### config.mk
export PLATFORM = sky130hd
export DESIGN_NAME = rcb_ctrl_regs
export DESIGN_NICKNAME = d
export VERILOG_FILES = /design/src/include/rcb_pkg.sv /design/src/design/rcb_ctrl_regs.sv /design/src/design/rcb_i2c_slave.sv
export VERILOG_INCLUDE_DIRS = /design/src /design/src/include
export SDC_FILE = /design/constraint.sdc
export NUM_CORES = 1
export LEC_CHECK = 0
export BUFFER_PORTS_ARGS = -buffer_cell sky130_fd_sc_hd__buf_4
export CAP_MARGIN = 5
export CORE_ASPECT_RATIO = 1.2
export CORE_MARGIN = 2
export CORE_UTILIZATION = 44
export CTS_CLUSTER_DIAMETER = 60
export DETAILED_ROUTE_END_ITERATION = 10
export GPL_ROUTABILITY_DRIVEN = 0
export PLACE_DENSITY = 0.64
export RECOVER_POWER = 100
export SYNTH_ARGS = -nofsm -noshare
export SYNTH_HDL_FRONTEND = slang
export SYNTH_SLANG_ARGS = --single-unit
### constraint.sdc
create_clock -name clock_in -period 2.9 [get_ports clock_in]
set_clock_uncertainty 0.2 [all_clocks]
set_input_delay 0 -clock clock_in [delete_from_list [all_inputs] [get_ports clock_in]]
set_output_delay 0 -clock clock_in [all_outputs]
set_load 0.02 [all_outputs]
### src/include/rcb_defines.svh
/*
 * Constants for the charger input/ADC control register bank:
 * register addresses, field positions, reset values and timing.
 * Assumes it is included by bare name from the package and modules.
 */
`ifndef RCB_DEFINES_SVH
`define RCB_DEFINES_SVH

// serial side
`define RCB_DEV_ADDR 7'h35
`define RCB_LAST_ADDR 8'h02
`define RCB_BITS_PER_BYTE 4'h8

// register addresses
`define RCB_ADDR_INPUT 8'h00
`define RCB_ADDR_DRIVE 8'h01
`define RCB_ADDR_ADC 8'h02

// input_source_control fields
`define RCB_HIZ_BIT 7
`define RCB_LIMPIN_BIT 6
`define RCB_EXT_LIMIT_PIN_MSB 5
`define RCB_EXT_LIMIT_PIN_LSB 0
`define RCB_INPUT_DEF 8'h48
`define RCB_INPUT_WDT_MASK 8'hc0

// usb_line_drive_control fields
`define RCB_DPLUS_MSB 7
`define RCB_DPLUS_LSB 5
`define RCB_DMINUS_MSB 4
`define RCB_DMINUS_LSB 2
`define RCB_VOS_BIT 0
`define RCB_DRIVE_DEF 8'h01
`define RCB_DRIVE_MASK 8'hfd

// adc_and_detect_control fields
`define RCB_GO_BIT 7
`define RCB_RATE_BIT 6
`define RCB_FREQ_BIT 5
`define RCB_ICO_BIT 4
`define RCB_HV_BIT 3
`define RCB_FORCE_BIT 1
`define RCB_AUTO_BIT 0
`define RCB_ADC_DEF 8'h19
`define RCB_ADC_MASK 8'hfb
`define RCB_ADC_WDT_MASK 8'he2

// continuous conversion period
`define RCB_CLK_HZ 200000000
`define RCB_REPEAT_MS 1000
`define RCB_REPEAT_CYC (`RCB_REPEAT_MS * (`RCB_CLK_HZ / 1000))
`define RCB_TMR_W 28

`endif

### src/include/rcb_pkg.sv
/*
 * Types for the charger control register bank.
 * Assumes rcb_defines.svh is on the include path.
 */
package rcb_pkg;
`include "rcb_defines.svh"

   typedef enum logic [3:0] {
      RCB_IDLE = 4'b0000,
      RCB_DADDR = 4'b0001,
      RCB_DADDR_ACK = 4'b0010,
      RCB_RADDR = 4'b0011,
      RCB_RADDR_ACK = 4'b0100,
      RCB_WDATA = 4'b0101,
      RCB_WDATA_ACK = 4'b0110,
      RCB_RDATA = 4'b0111,
      RCB_RDATA_ACK = 4'b1000
   } rcb_i2c_state_t;

endpackage

### src/design/rcb_ctrl_regs.sv
/*
 * Charger input / ADC / USB-detect control register bank behind
 * a two-wire serial slave.
 * Assumes serial pins and event inputs are synchronous to clock_in,
 * and that the ADC and detection logic outside report done pulses.
 */
`timescale 1ns/1ps
`include "rcb_defines.svh"

module rcb_ctrl_regs
   import rcb_pkg::*;
#(
   parameter int REPEAT_CYC = `RCB_REPEAT_CYC
)
(
   // clock, reset, enable
   input wire logic clock_in,
   input wire logic nrst_in,
   input wire logic ce_in,
   // serial pins
   input wire logic scl_in,
   input wire logic sda_in,
   output logic sda_out,
   output logic sda_oe_out,
   // device events
   input wire logic reg_reset_in,
   input wire logic host_watchdog_expire_in,
   input wire logic vbus_plugin_in,
   input wire logic src_detect_busy_in,
   input wire logic src_detect_done_in,
   input wire logic [5:0] detected_limit_in,
   input wire logic adc_done_in,
   input wire logic usb_detect_done_in,
   input wire logic dcp_found_in,
   // field outputs
   output logic high_impedance_enable_out,
   output logic ext_limit_pin_enable_out,
   output logic [5:0] input_current_limit_out,
   output logic [2:0] dplus_drive_level_out,
   output logic [2:0] dminus_drive_level_out,
   output logic input_voltage_floor_offset_out,
   output logic adc_repeat_select_out,
   output logic otg_switching_freq_select_out,
   output logic current_optimizer_enable_out,
   // action pulses and levels
   output logic adc_start_out,
   output logic usb_detect_start_out,
   output logic high_volt_adapter_handshake_out
);

   logic [7:0] input_source_control_reg, input_source_control_next;
   logic [7:0] usb_line_drive_control_reg, usb_line_drive_control_next;
   logic [7:0] adc_and_detect_control_reg, adc_and_detect_control_next;
   logic [`RCB_TMR_W-1:0] tmr_reg, tmr_next;
   logic adc_start_reg, adc_start_next;
   logic det_start_reg, det_start_next;
   logic hv_reg, hv_next;
   logic [7:0] ptr;
   logic [7:0] rd_data;
   logic wr_en;
   logic [7:0] wr_data;
   logic rate, tick, go_set, force_set, auto_start;

   rcb_i2c_slave i_rcb_i2c_slave (
      .clock_in(clock_in),
      .nrst_in(nrst_in),
      .ce_in(ce_in),
      .scl_in(scl_in),
      .sda_in(sda_in),
      .sda_oe_out(sda_oe_out),
      .ptr_out(ptr),
      .rd_data_in(rd_data),
      .wr_en_out(wr_en),
      .wr_data_out(wr_data)
   );

   function automatic logic hit(input logic en, input logic [7:0] a,
                                input logic [7:0] b);
      hit = en && (a == b);
   endfunction

   // detection in progress also shows on the go bit
   always_comb begin
      case (ptr)
         `RCB_ADDR_INPUT: rd_data = input_source_control_reg;
         `RCB_ADDR_DRIVE: rd_data = usb_line_drive_control_reg;
         `RCB_ADDR_ADC: begin
            rd_data = adc_and_detect_control_reg;
            rd_data[`RCB_GO_BIT] = adc_and_detect_control_reg[`RCB_GO_BIT]
                                   | src_detect_busy_in;
         end
         default: rd_data = 8'h00;
      endcase
   end

   assign rate = adc_and_detect_control_reg[`RCB_RATE_BIT];
   // the repeat timer fires at zero, so continuous mode starts at once
   assign tick = rate && (tmr_reg == '0);
   // host go writes only count in one-shot mode
   assign go_set = (hit(wr_en, ptr, `RCB_ADDR_ADC) && wr_data[`RCB_GO_BIT]
                    && !rate) || tick;
   assign force_set = hit(wr_en, ptr, `RCB_ADDR_ADC)
                      && wr_data[`RCB_FORCE_BIT];
   assign auto_start = vbus_plugin_in
                       && adc_and_detect_control_reg[`RCB_AUTO_BIT];

   always_comb begin
      input_source_control_next = input_source_control_reg;
      usb_line_drive_control_next = usb_line_drive_control_reg;
      adc_and_detect_control_next = adc_and_detect_control_reg;
      tmr_next = tmr_reg;
      adc_start_next = go_set;
      det_start_next = force_set || auto_start;
      // handshake only runs when enabled and a charging port is seen
      hv_next = adc_and_detect_control_reg[`RCB_HV_BIT]
                && dcp_found_in;

      if (!rate) begin
         tmr_next = '0;
      end else if (tmr_reg == `RCB_TMR_W'(REPEAT_CYC - 1)) begin
         tmr_next = '0;
      end else begin
         tmr_next = tmr_reg + `RCB_TMR_W'(1);
      end

      // detection result lands first so a same-cycle host write wins
      if (src_detect_done_in) begin
         input_source_control_next[`RCB_EXT_LIMIT_PIN_MSB:`RCB_EXT_LIMIT_PIN_LSB] =
            detected_limit_in;
      end
      if (hit(wr_en, ptr, `RCB_ADDR_INPUT)) begin
         input_source_control_next = wr_data;
      end
      if (hit(wr_en, ptr, `RCB_ADDR_DRIVE)) begin
         usb_line_drive_control_next = wr_data & `RCB_DRIVE_MASK;
      end
      if (hit(wr_en, ptr, `RCB_ADDR_ADC)) begin
         adc_and_detect_control_next = wr_data & `RCB_ADC_MASK;
         // go and force are not plain storage; handled below
         adc_and_detect_control_next[`RCB_GO_BIT] =
            adc_and_detect_control_reg[`RCB_GO_BIT];
         adc_and_detect_control_next[`RCB_FORCE_BIT] =
            adc_and_detect_control_reg[`RCB_FORCE_BIT];
      end
      // set beats the done pulse so a back-to-back start is not lost
      adc_and_detect_control_next[`RCB_GO_BIT] = go_set
         || (adc_and_detect_control_reg[`RCB_GO_BIT] && !adc_done_in);
      adc_and_detect_control_next[`RCB_FORCE_BIT] = force_set
         || (adc_and_detect_control_reg[`RCB_FORCE_BIT]
             && !usb_detect_done_in);

      if (vbus_plugin_in) begin
         input_source_control_next[`RCB_HIZ_BIT] =
            1'(`RCB_INPUT_DEF >> `RCB_HIZ_BIT);
      end

      // watchdog restores only its fields; limit, drive, optimizer/handshake/auto enables stay
      if (host_watchdog_expire_in) begin
         input_source_control_next =
            (input_source_control_next & ~`RCB_INPUT_WDT_MASK)
            | (`RCB_INPUT_DEF & `RCB_INPUT_WDT_MASK);
         adc_and_detect_control_next =
            (adc_and_detect_control_next & ~`RCB_ADC_WDT_MASK)
            | (`RCB_ADC_DEF & `RCB_ADC_WDT_MASK);
         adc_start_next = 1'b0;
         det_start_next = 1'b0;
         tmr_next = '0;
      end
      if (reg_reset_in) begin
         input_source_control_next = `RCB_INPUT_DEF;
         usb_line_drive_control_next = `RCB_DRIVE_DEF;
         adc_and_detect_control_next = `RCB_ADC_DEF;
         adc_start_next = 1'b0;
         det_start_next = 1'b0;
         tmr_next = '0;
      end
   end

   always_ff @(posedge clock_in or negedge nrst_in) begin
      if (!nrst_in) begin
         input_source_control_reg <= `RCB_INPUT_DEF;
         usb_line_drive_control_reg <= `RCB_DRIVE_DEF;
         adc_and_detect_control_reg <= `RCB_ADC_DEF;
         tmr_reg <= '0;
         adc_start_reg <= 1'b0;
         det_start_reg <= 1'b0;
         hv_reg <= 1'b0;
      end else if (ce_in) begin
         input_source_control_reg <= input_source_control_next;
         usb_line_drive_control_reg <= usb_line_drive_control_next;
         adc_and_detect_control_reg <= adc_and_detect_control_next;
         tmr_reg <= tmr_next;
         adc_start_reg <= adc_start_next;
         det_start_reg <= det_start_next;
         hv_reg <= hv_next;
      end
   end

   // open-drain: the pin only ever pulls low
   assign sda_out = 1'b0;
   assign high_impedance_enable_out = input_source_control_reg[`RCB_HIZ_BIT];
   assign ext_limit_pin_enable_out =
      input_source_control_reg[`RCB_LIMPIN_BIT];
   assign input_current_limit_out =
      input_source_control_reg[`RCB_EXT_LIMIT_PIN_MSB:`RCB_EXT_LIMIT_PIN_LSB];
   assign dplus_drive_level_out =
      usb_line_drive_control_reg[`RCB_DPLUS_MSB:`RCB_DPLUS_LSB];
   assign dminus_drive_level_out =
      usb_line_drive_control_reg[`RCB_DMINUS_MSB:`RCB_DMINUS_LSB];
   assign input_voltage_floor_offset_out =
      usb_line_drive_control_reg[`RCB_VOS_BIT];
   assign adc_repeat_select_out = rate;
   assign otg_switching_freq_select_out =
      adc_and_detect_control_reg[`RCB_FREQ_BIT];
   assign current_optimizer_enable_out =
      adc_and_detect_control_reg[`RCB_ICO_BIT];
   assign adc_start_out = adc_start_reg;
   assign usb_detect_start_out = det_start_reg;
   assign high_volt_adapter_handshake_out = hv_reg;

endmodule

### src/design/rcb_i2c_slave.sv
/*
 * Byte-level two-wire serial slave with a register pointer.
 * Assumes scl/sda inputs are already synchronous to clock_in and
 * that the parent answers rd_data_in combinationally from ptr_out.
 */
`timescale 1ns/1ps
`include "rcb_defines.svh"

module rcb_i2c_slave
   import rcb_pkg::*;
(
   // clock and reset
   input wire logic clock_in,
   input wire logic nrst_in,
   input wire logic ce_in,
   // serial pins
   input wire logic scl_in,
   input wire logic sda_in,
   output logic sda_oe_out,
   // register side
   output logic [7:0] ptr_out,
   input wire logic [7:0] rd_data_in,
   output logic wr_en_out,
   output logic [7:0] wr_data_out
);

   rcb_i2c_state_t state_reg, state_next;
   logic [3:0] cnt_reg, cnt_next;
   logic [7:0] sh_reg, sh_next;
   logic [7:0] ptr_reg, ptr_next;
   logic rw_reg, rw_next;
   logic oe_reg, oe_next;
   logic wr_reg, wr_next;
   logic [7:0] wd_reg, wd_next;
   logic scl_q, sda_q;
   logic rise, fall, start, stop;

   function automatic logic is_defined(input logic [7:0] a);
      is_defined = (a <= `RCB_LAST_ADDR);
   endfunction

   assign rise = scl_in & ~scl_q;
   assign fall = ~scl_in & scl_q;
   assign start = scl_in & scl_q & sda_q & ~sda_in;
   assign stop = scl_in & scl_q & ~sda_q & sda_in;

   always_comb begin
      state_next = state_reg;
      cnt_next = cnt_reg;
      sh_next = sh_reg;
      ptr_next = ptr_reg;
      rw_next = rw_reg;
      oe_next = oe_reg;
      wr_next = 1'b0;
      wd_next = wd_reg;
      if (start) begin
         state_next = RCB_DADDR;
         cnt_next = 4'h0;
         oe_next = 1'b0;
      end else if (stop) begin
         state_next = RCB_IDLE;
         oe_next = 1'b0;
      end else begin
         case (state_reg)
            RCB_DADDR, RCB_RADDR, RCB_WDATA: begin
               if (rise) begin
                  sh_next = {sh_reg[6:0], sda_in};
                  cnt_next = cnt_reg + 4'h1;
               end else if (fall && cnt_reg == `RCB_BITS_PER_BYTE) begin
                  cnt_next = 4'h0;
                  state_next = RCB_IDLE;
                  if (state_reg == RCB_DADDR) begin
                     if (sh_reg[7:1] == `RCB_DEV_ADDR) begin
                        rw_next = sh_reg[0];
                        oe_next = 1'b1;
                        state_next = RCB_DADDR_ACK;
                     end
                  end else if (state_reg == RCB_RADDR) begin
                     // undefined register: leave sda released and idle
                     if (is_defined(sh_reg)) begin
                        ptr_next = sh_reg;
                        oe_next = 1'b1;
                        state_next = RCB_RADDR_ACK;
                     end
                  end else if (is_defined(ptr_reg)) begin
                     wr_next = 1'b1;
                     wd_next = sh_reg;
                     oe_next = 1'b1;
                     state_next = RCB_WDATA_ACK;
                  end
               end
            end
            RCB_DADDR_ACK: begin
               if (fall) begin
                  cnt_next = 4'h0;
                  if (rw_reg) begin
                     sh_next = rd_data_in;
                     oe_next = ~rd_data_in[7];
                     state_next = RCB_RDATA;
                  end else begin
                     oe_next = 1'b0;
                     state_next = RCB_RADDR;
                  end
               end
            end
            RCB_RADDR_ACK, RCB_WDATA_ACK: begin
               if (fall) begin
                  oe_next = 1'b0;
                  cnt_next = 4'h0;
                  state_next = RCB_WDATA;
                  if (state_reg == RCB_WDATA_ACK) begin
                     ptr_next = ptr_reg + 8'h01;
                  end
               end
            end
            RCB_RDATA: begin
               if (rise) begin
                  cnt_next = cnt_reg + 4'h1;
               end else if (fall) begin
                  if (cnt_reg == `RCB_BITS_PER_BYTE) begin
                     oe_next = 1'b0;
                     state_next = RCB_RDATA_ACK;
                  end else begin
                     sh_next = {sh_reg[6:0], 1'b0};
                     oe_next = ~sh_reg[6];
                  end
               end
            end
            RCB_RDATA_ACK: begin
               if (rise) begin
                  if (sda_in) begin
                     state_next = RCB_IDLE;
                  end else begin
                     ptr_next = ptr_reg + 8'h01;
                  end
               end else if (fall) begin
                  cnt_next = 4'h0;
                  sh_next = rd_data_in;
                  oe_next = ~rd_data_in[7];
                  state_next = RCB_RDATA;
               end
            end
            default: begin
               oe_next = 1'b0;
            end
         endcase
      end
   end

   always_ff @(posedge clock_in or negedge nrst_in) begin
      if (!nrst_in) begin
         state_reg <= RCB_IDLE;
         cnt_reg <= 4'h0;
         sh_reg <= 8'h00;
         ptr_reg <= 8'h00;
         rw_reg <= 1'b0;
         oe_reg <= 1'b0;
         wr_reg <= 1'b0;
         wd_reg <= 8'h00;
         scl_q <= 1'b1;
         sda_q <= 1'b1;
      end else if (ce_in) begin
         state_reg <= state_next;
         cnt_reg <= cnt_next;
         sh_reg <= sh_next;
         ptr_reg <= ptr_next;
         rw_reg <= rw_next;
         oe_reg <= oe_next;
         wr_reg <= wr_next;
         wd_reg <= wd_next;
         scl_q <= scl_in;
         sda_q <= sda_in;
      end
   end

   assign sda_oe_out = oe_reg;
   assign ptr_out = ptr_reg;
   assign wr_en_out = wr_reg;
   assign wr_data_out = wd_reg;

endmodule

==> flow_summary.yaml <==
sta:
  final_max_slew_viol_count: 91
  setup_slack_ns: 0.192
  relSlewSlack_pct: -35.9
  rsz0062_at_grt: "false"
  setup_viol: 0
  hold_viol: 0
  worstMarginPinSlew_ns: 2.04
  max_freq_mhz: 369
  period_minus_slack_ns: 2.71
  period_share_pct: 93.4
  fin_setup_tns_ns: 0
clock_tree:
  insertion_delay_ns: 0.34
  cts_made_buffers: 9
  cts_tree: "built"
  clk_pin_slew_ns: 0.07
  cts_setup_buffers: 0
  cts_root_buffer: "clkbuf_16"
  cts_sinks: 90
  clk_path_buf_depth: 2
  h-tree-depth: 3
global_route:
  grt_pass1_vias: 5155
  grt-busiest-layer: "met2"
  grt_overflow_total: 0
  use_met1_pct: 31.1
  grtUsageMet3_pct: 3.30
  grt_max_degree: 91
  antenna_found_initial: 0
  grt_usage_pct: 23.1
  grt_util_met2_pct: 38.2
  grt_pass1_wl_um: 25500
outcome:
  status: "finished with violations"
  violations: "capacitance limit, slew limit"
worst_hold_path:
  whs_path_depth: 5
  worstHoldPathType: "input pin to flop"
layout:
  drive_gt1_share_pct: 13.6
  n_antenna_cell: 0
  largest_reg_flops: 28
  final_util_pct: 51.8
  final_common_cell: "dfrtp_1"
  syn2layout_area_growth_pct: 15.4
  fin_area_um2: 6530
  fin_cells: 849
  layout_common_cells: "dfrtp_1, nand2_1, nor2_1, o21ai_0, nand3_1"
  nNetsFinal: 707
route:
  drcViolationCount: 0
  via_per_inst: 6.06
  ant_nets: 0
  dr.first_iter.drc_count: 430
  firstDrtPassIters: 6
  via_count: 5145
  totalWireLength_um: 15100
  wl_per_cell_um: 17.8
logic_synthesis:
  syn_inst: 628
  async_reset_ff_share_pct: 100
  syn_avg_cell_area_um2: 9.02
  synth-edff-count: 0
  syn_nets: 655
  ys.flop_type: "dfrtp_1"
  synth_cell_type_count: 79
  syn-cell-area_um2: 5660
  ys_ff_latch: 90
  yosysWarnings: 0
  yosysSeqAreaShare_pct: 40.0
place:
  hpwl_um: 10400
  place_inst: 802
  placed_cell_area_um2: 6020
  post-place-ws_ns: 0.336
  port_buffers: 40
critical_path:
  crit-reg2reg-launch: "i_rcb_i2c_slave.state_reg[0]"
  end_kind: "flop"
  worstRegToRegCells: 5
  required_ns: 2.98
  startpoint: "i_rcb_i2c_slave.state_reg[0]"
  timing.rr.end: "i_rcb_i2c_slave.ptr_out[7]"
  path_class: "flop to flop"
  ff2ff_setup_slack_ns: 0.19
  endpoint: "i_rcb_i2c_slave.ptr_out[7]"
  cp_data_arrival_time_ns: 2.79
  start_kind: "flop"
  path_max_fanout: 20
power:
  leakage_uw: 0.00265
  max-vdd-ir-drop_v: 0.000368
  powerDensity_nw_per_um2: 712
floorplan:
  die_h_um: 128
  fp.dieArea_um2: 13800
  core_area_um2: 12600
  die_w_um: 108
  ios: 42
  core.rowCount: 45
  start_util_pct: 44.9
job:
  maxCapViolCount: 1
==> metrics by stage <==
stage,hold WS [ns],power (uW)
floorplan,-0.496,3060
global placement,-0.116,3420
detailed placement,-0.114,3460
CTS,0.0640,4660
global route,0.321,4940
finish,0.268,4650
==> power by group <==
group | leakage [uW] | internal (uW) | switching [uW]
registers | 0.00119 | 1420 | 328
logic | 0.00133 | 758 | 1020
clock network | 0.000135 | 612 | 517
total | 0.00265 | 2790 | 1870
==> synth_stat cells (8+ instances only) <==
library cell	count	area [um^2]
nand3_1	33	165
o21ai_0	42	210
nor4_1	16	100
nor2_1	43	161
clkbuf_1	21	78.8
mux2_2	21	236
nor3_1	15	75.1
ha_1	8	100
and3_1	8	50.1
nand2b_1	8	50.1
inv_1	30	113
dfstp_2	8	210
a21oi_1	24	120
nand4_1	14	87.6
buf_6	9	101
dfrtp_1	82	2050
a31oi_1	13	81.3
nand2_1	56	210
xor2_1	9	78.8
xnor2_1	12	105
==> worst min-delay path by stage <==
stage	start	to	slack, ns
6_report	src_detect_busy_in	i_rcb_i2c_slave.sda_oe_out	0.27
5_1_grt	adc_and_detect_control_reg[0]	adc_and_detect_control_reg[0]	0.32
4_1_cts	nrst_in	i_rcb_i2c_slave.cnt_reg[0]	0.06
3_5_place_dp	nrst_in	i_rcb_i2c_slave.cnt_reg[0]	-0.11
3_3_place_gp	nrst_in	i_rcb_i2c_slave.cnt_reg[2]	-0.12
2_1_floorplan	nrst_in	adc_and_detect_control_reg[1]	-0.50
==> metal layers <==
layer / wire length (um) / vias up
met3: 760 / 28
met5: 0 / -
met1: 6720 / 2523
met2: 7370 / 152
li1: - / 2442
met4: 269 / 0
==> layout make-up <==
type,instances,area [um^2]
fill,1198,6080
multi-input combinational,464,3030
clock inverter,6,50.0
clock buffer,10,239
timing repair buffer,84,632
tap,164,205
sequential,90,2260
inverter,31,116
==> logic make-up (layout without fill, tap and decap cells) <==
family                     Yosys count  count (layout)  share of synthesized area (%)
AOI/OAI and AO/OA                  158             158                           19.1
xor gates and xnor gates            21              21                           3.25
adders and majority gates            8               8                           1.77
buffers and inverters               74             131                           6.63
DFF                                 90              90                           40.0
muxes                               25              25                           4.88
other                                1               1                         0.0662
and+or+nand+nor                    251             251                           24.4
==> critical path: stages, from the launching register on <==
cell,delay [ns]
dfrtp_1,0.61
or4b_4,0.65
o21ai_2,0.11
o2111a_1,0.43
and2_0,0.45
a22o_1,0.21
==> what timing repair did <==
item / in CTS / in global routing
hold buffers: 31 / 0
endpoints found under the setup margin: 0 / 6
hold endpoints to repair: 123 / 0
resized for setup: 0 / 3
Power figures use the tool's default switching activity.
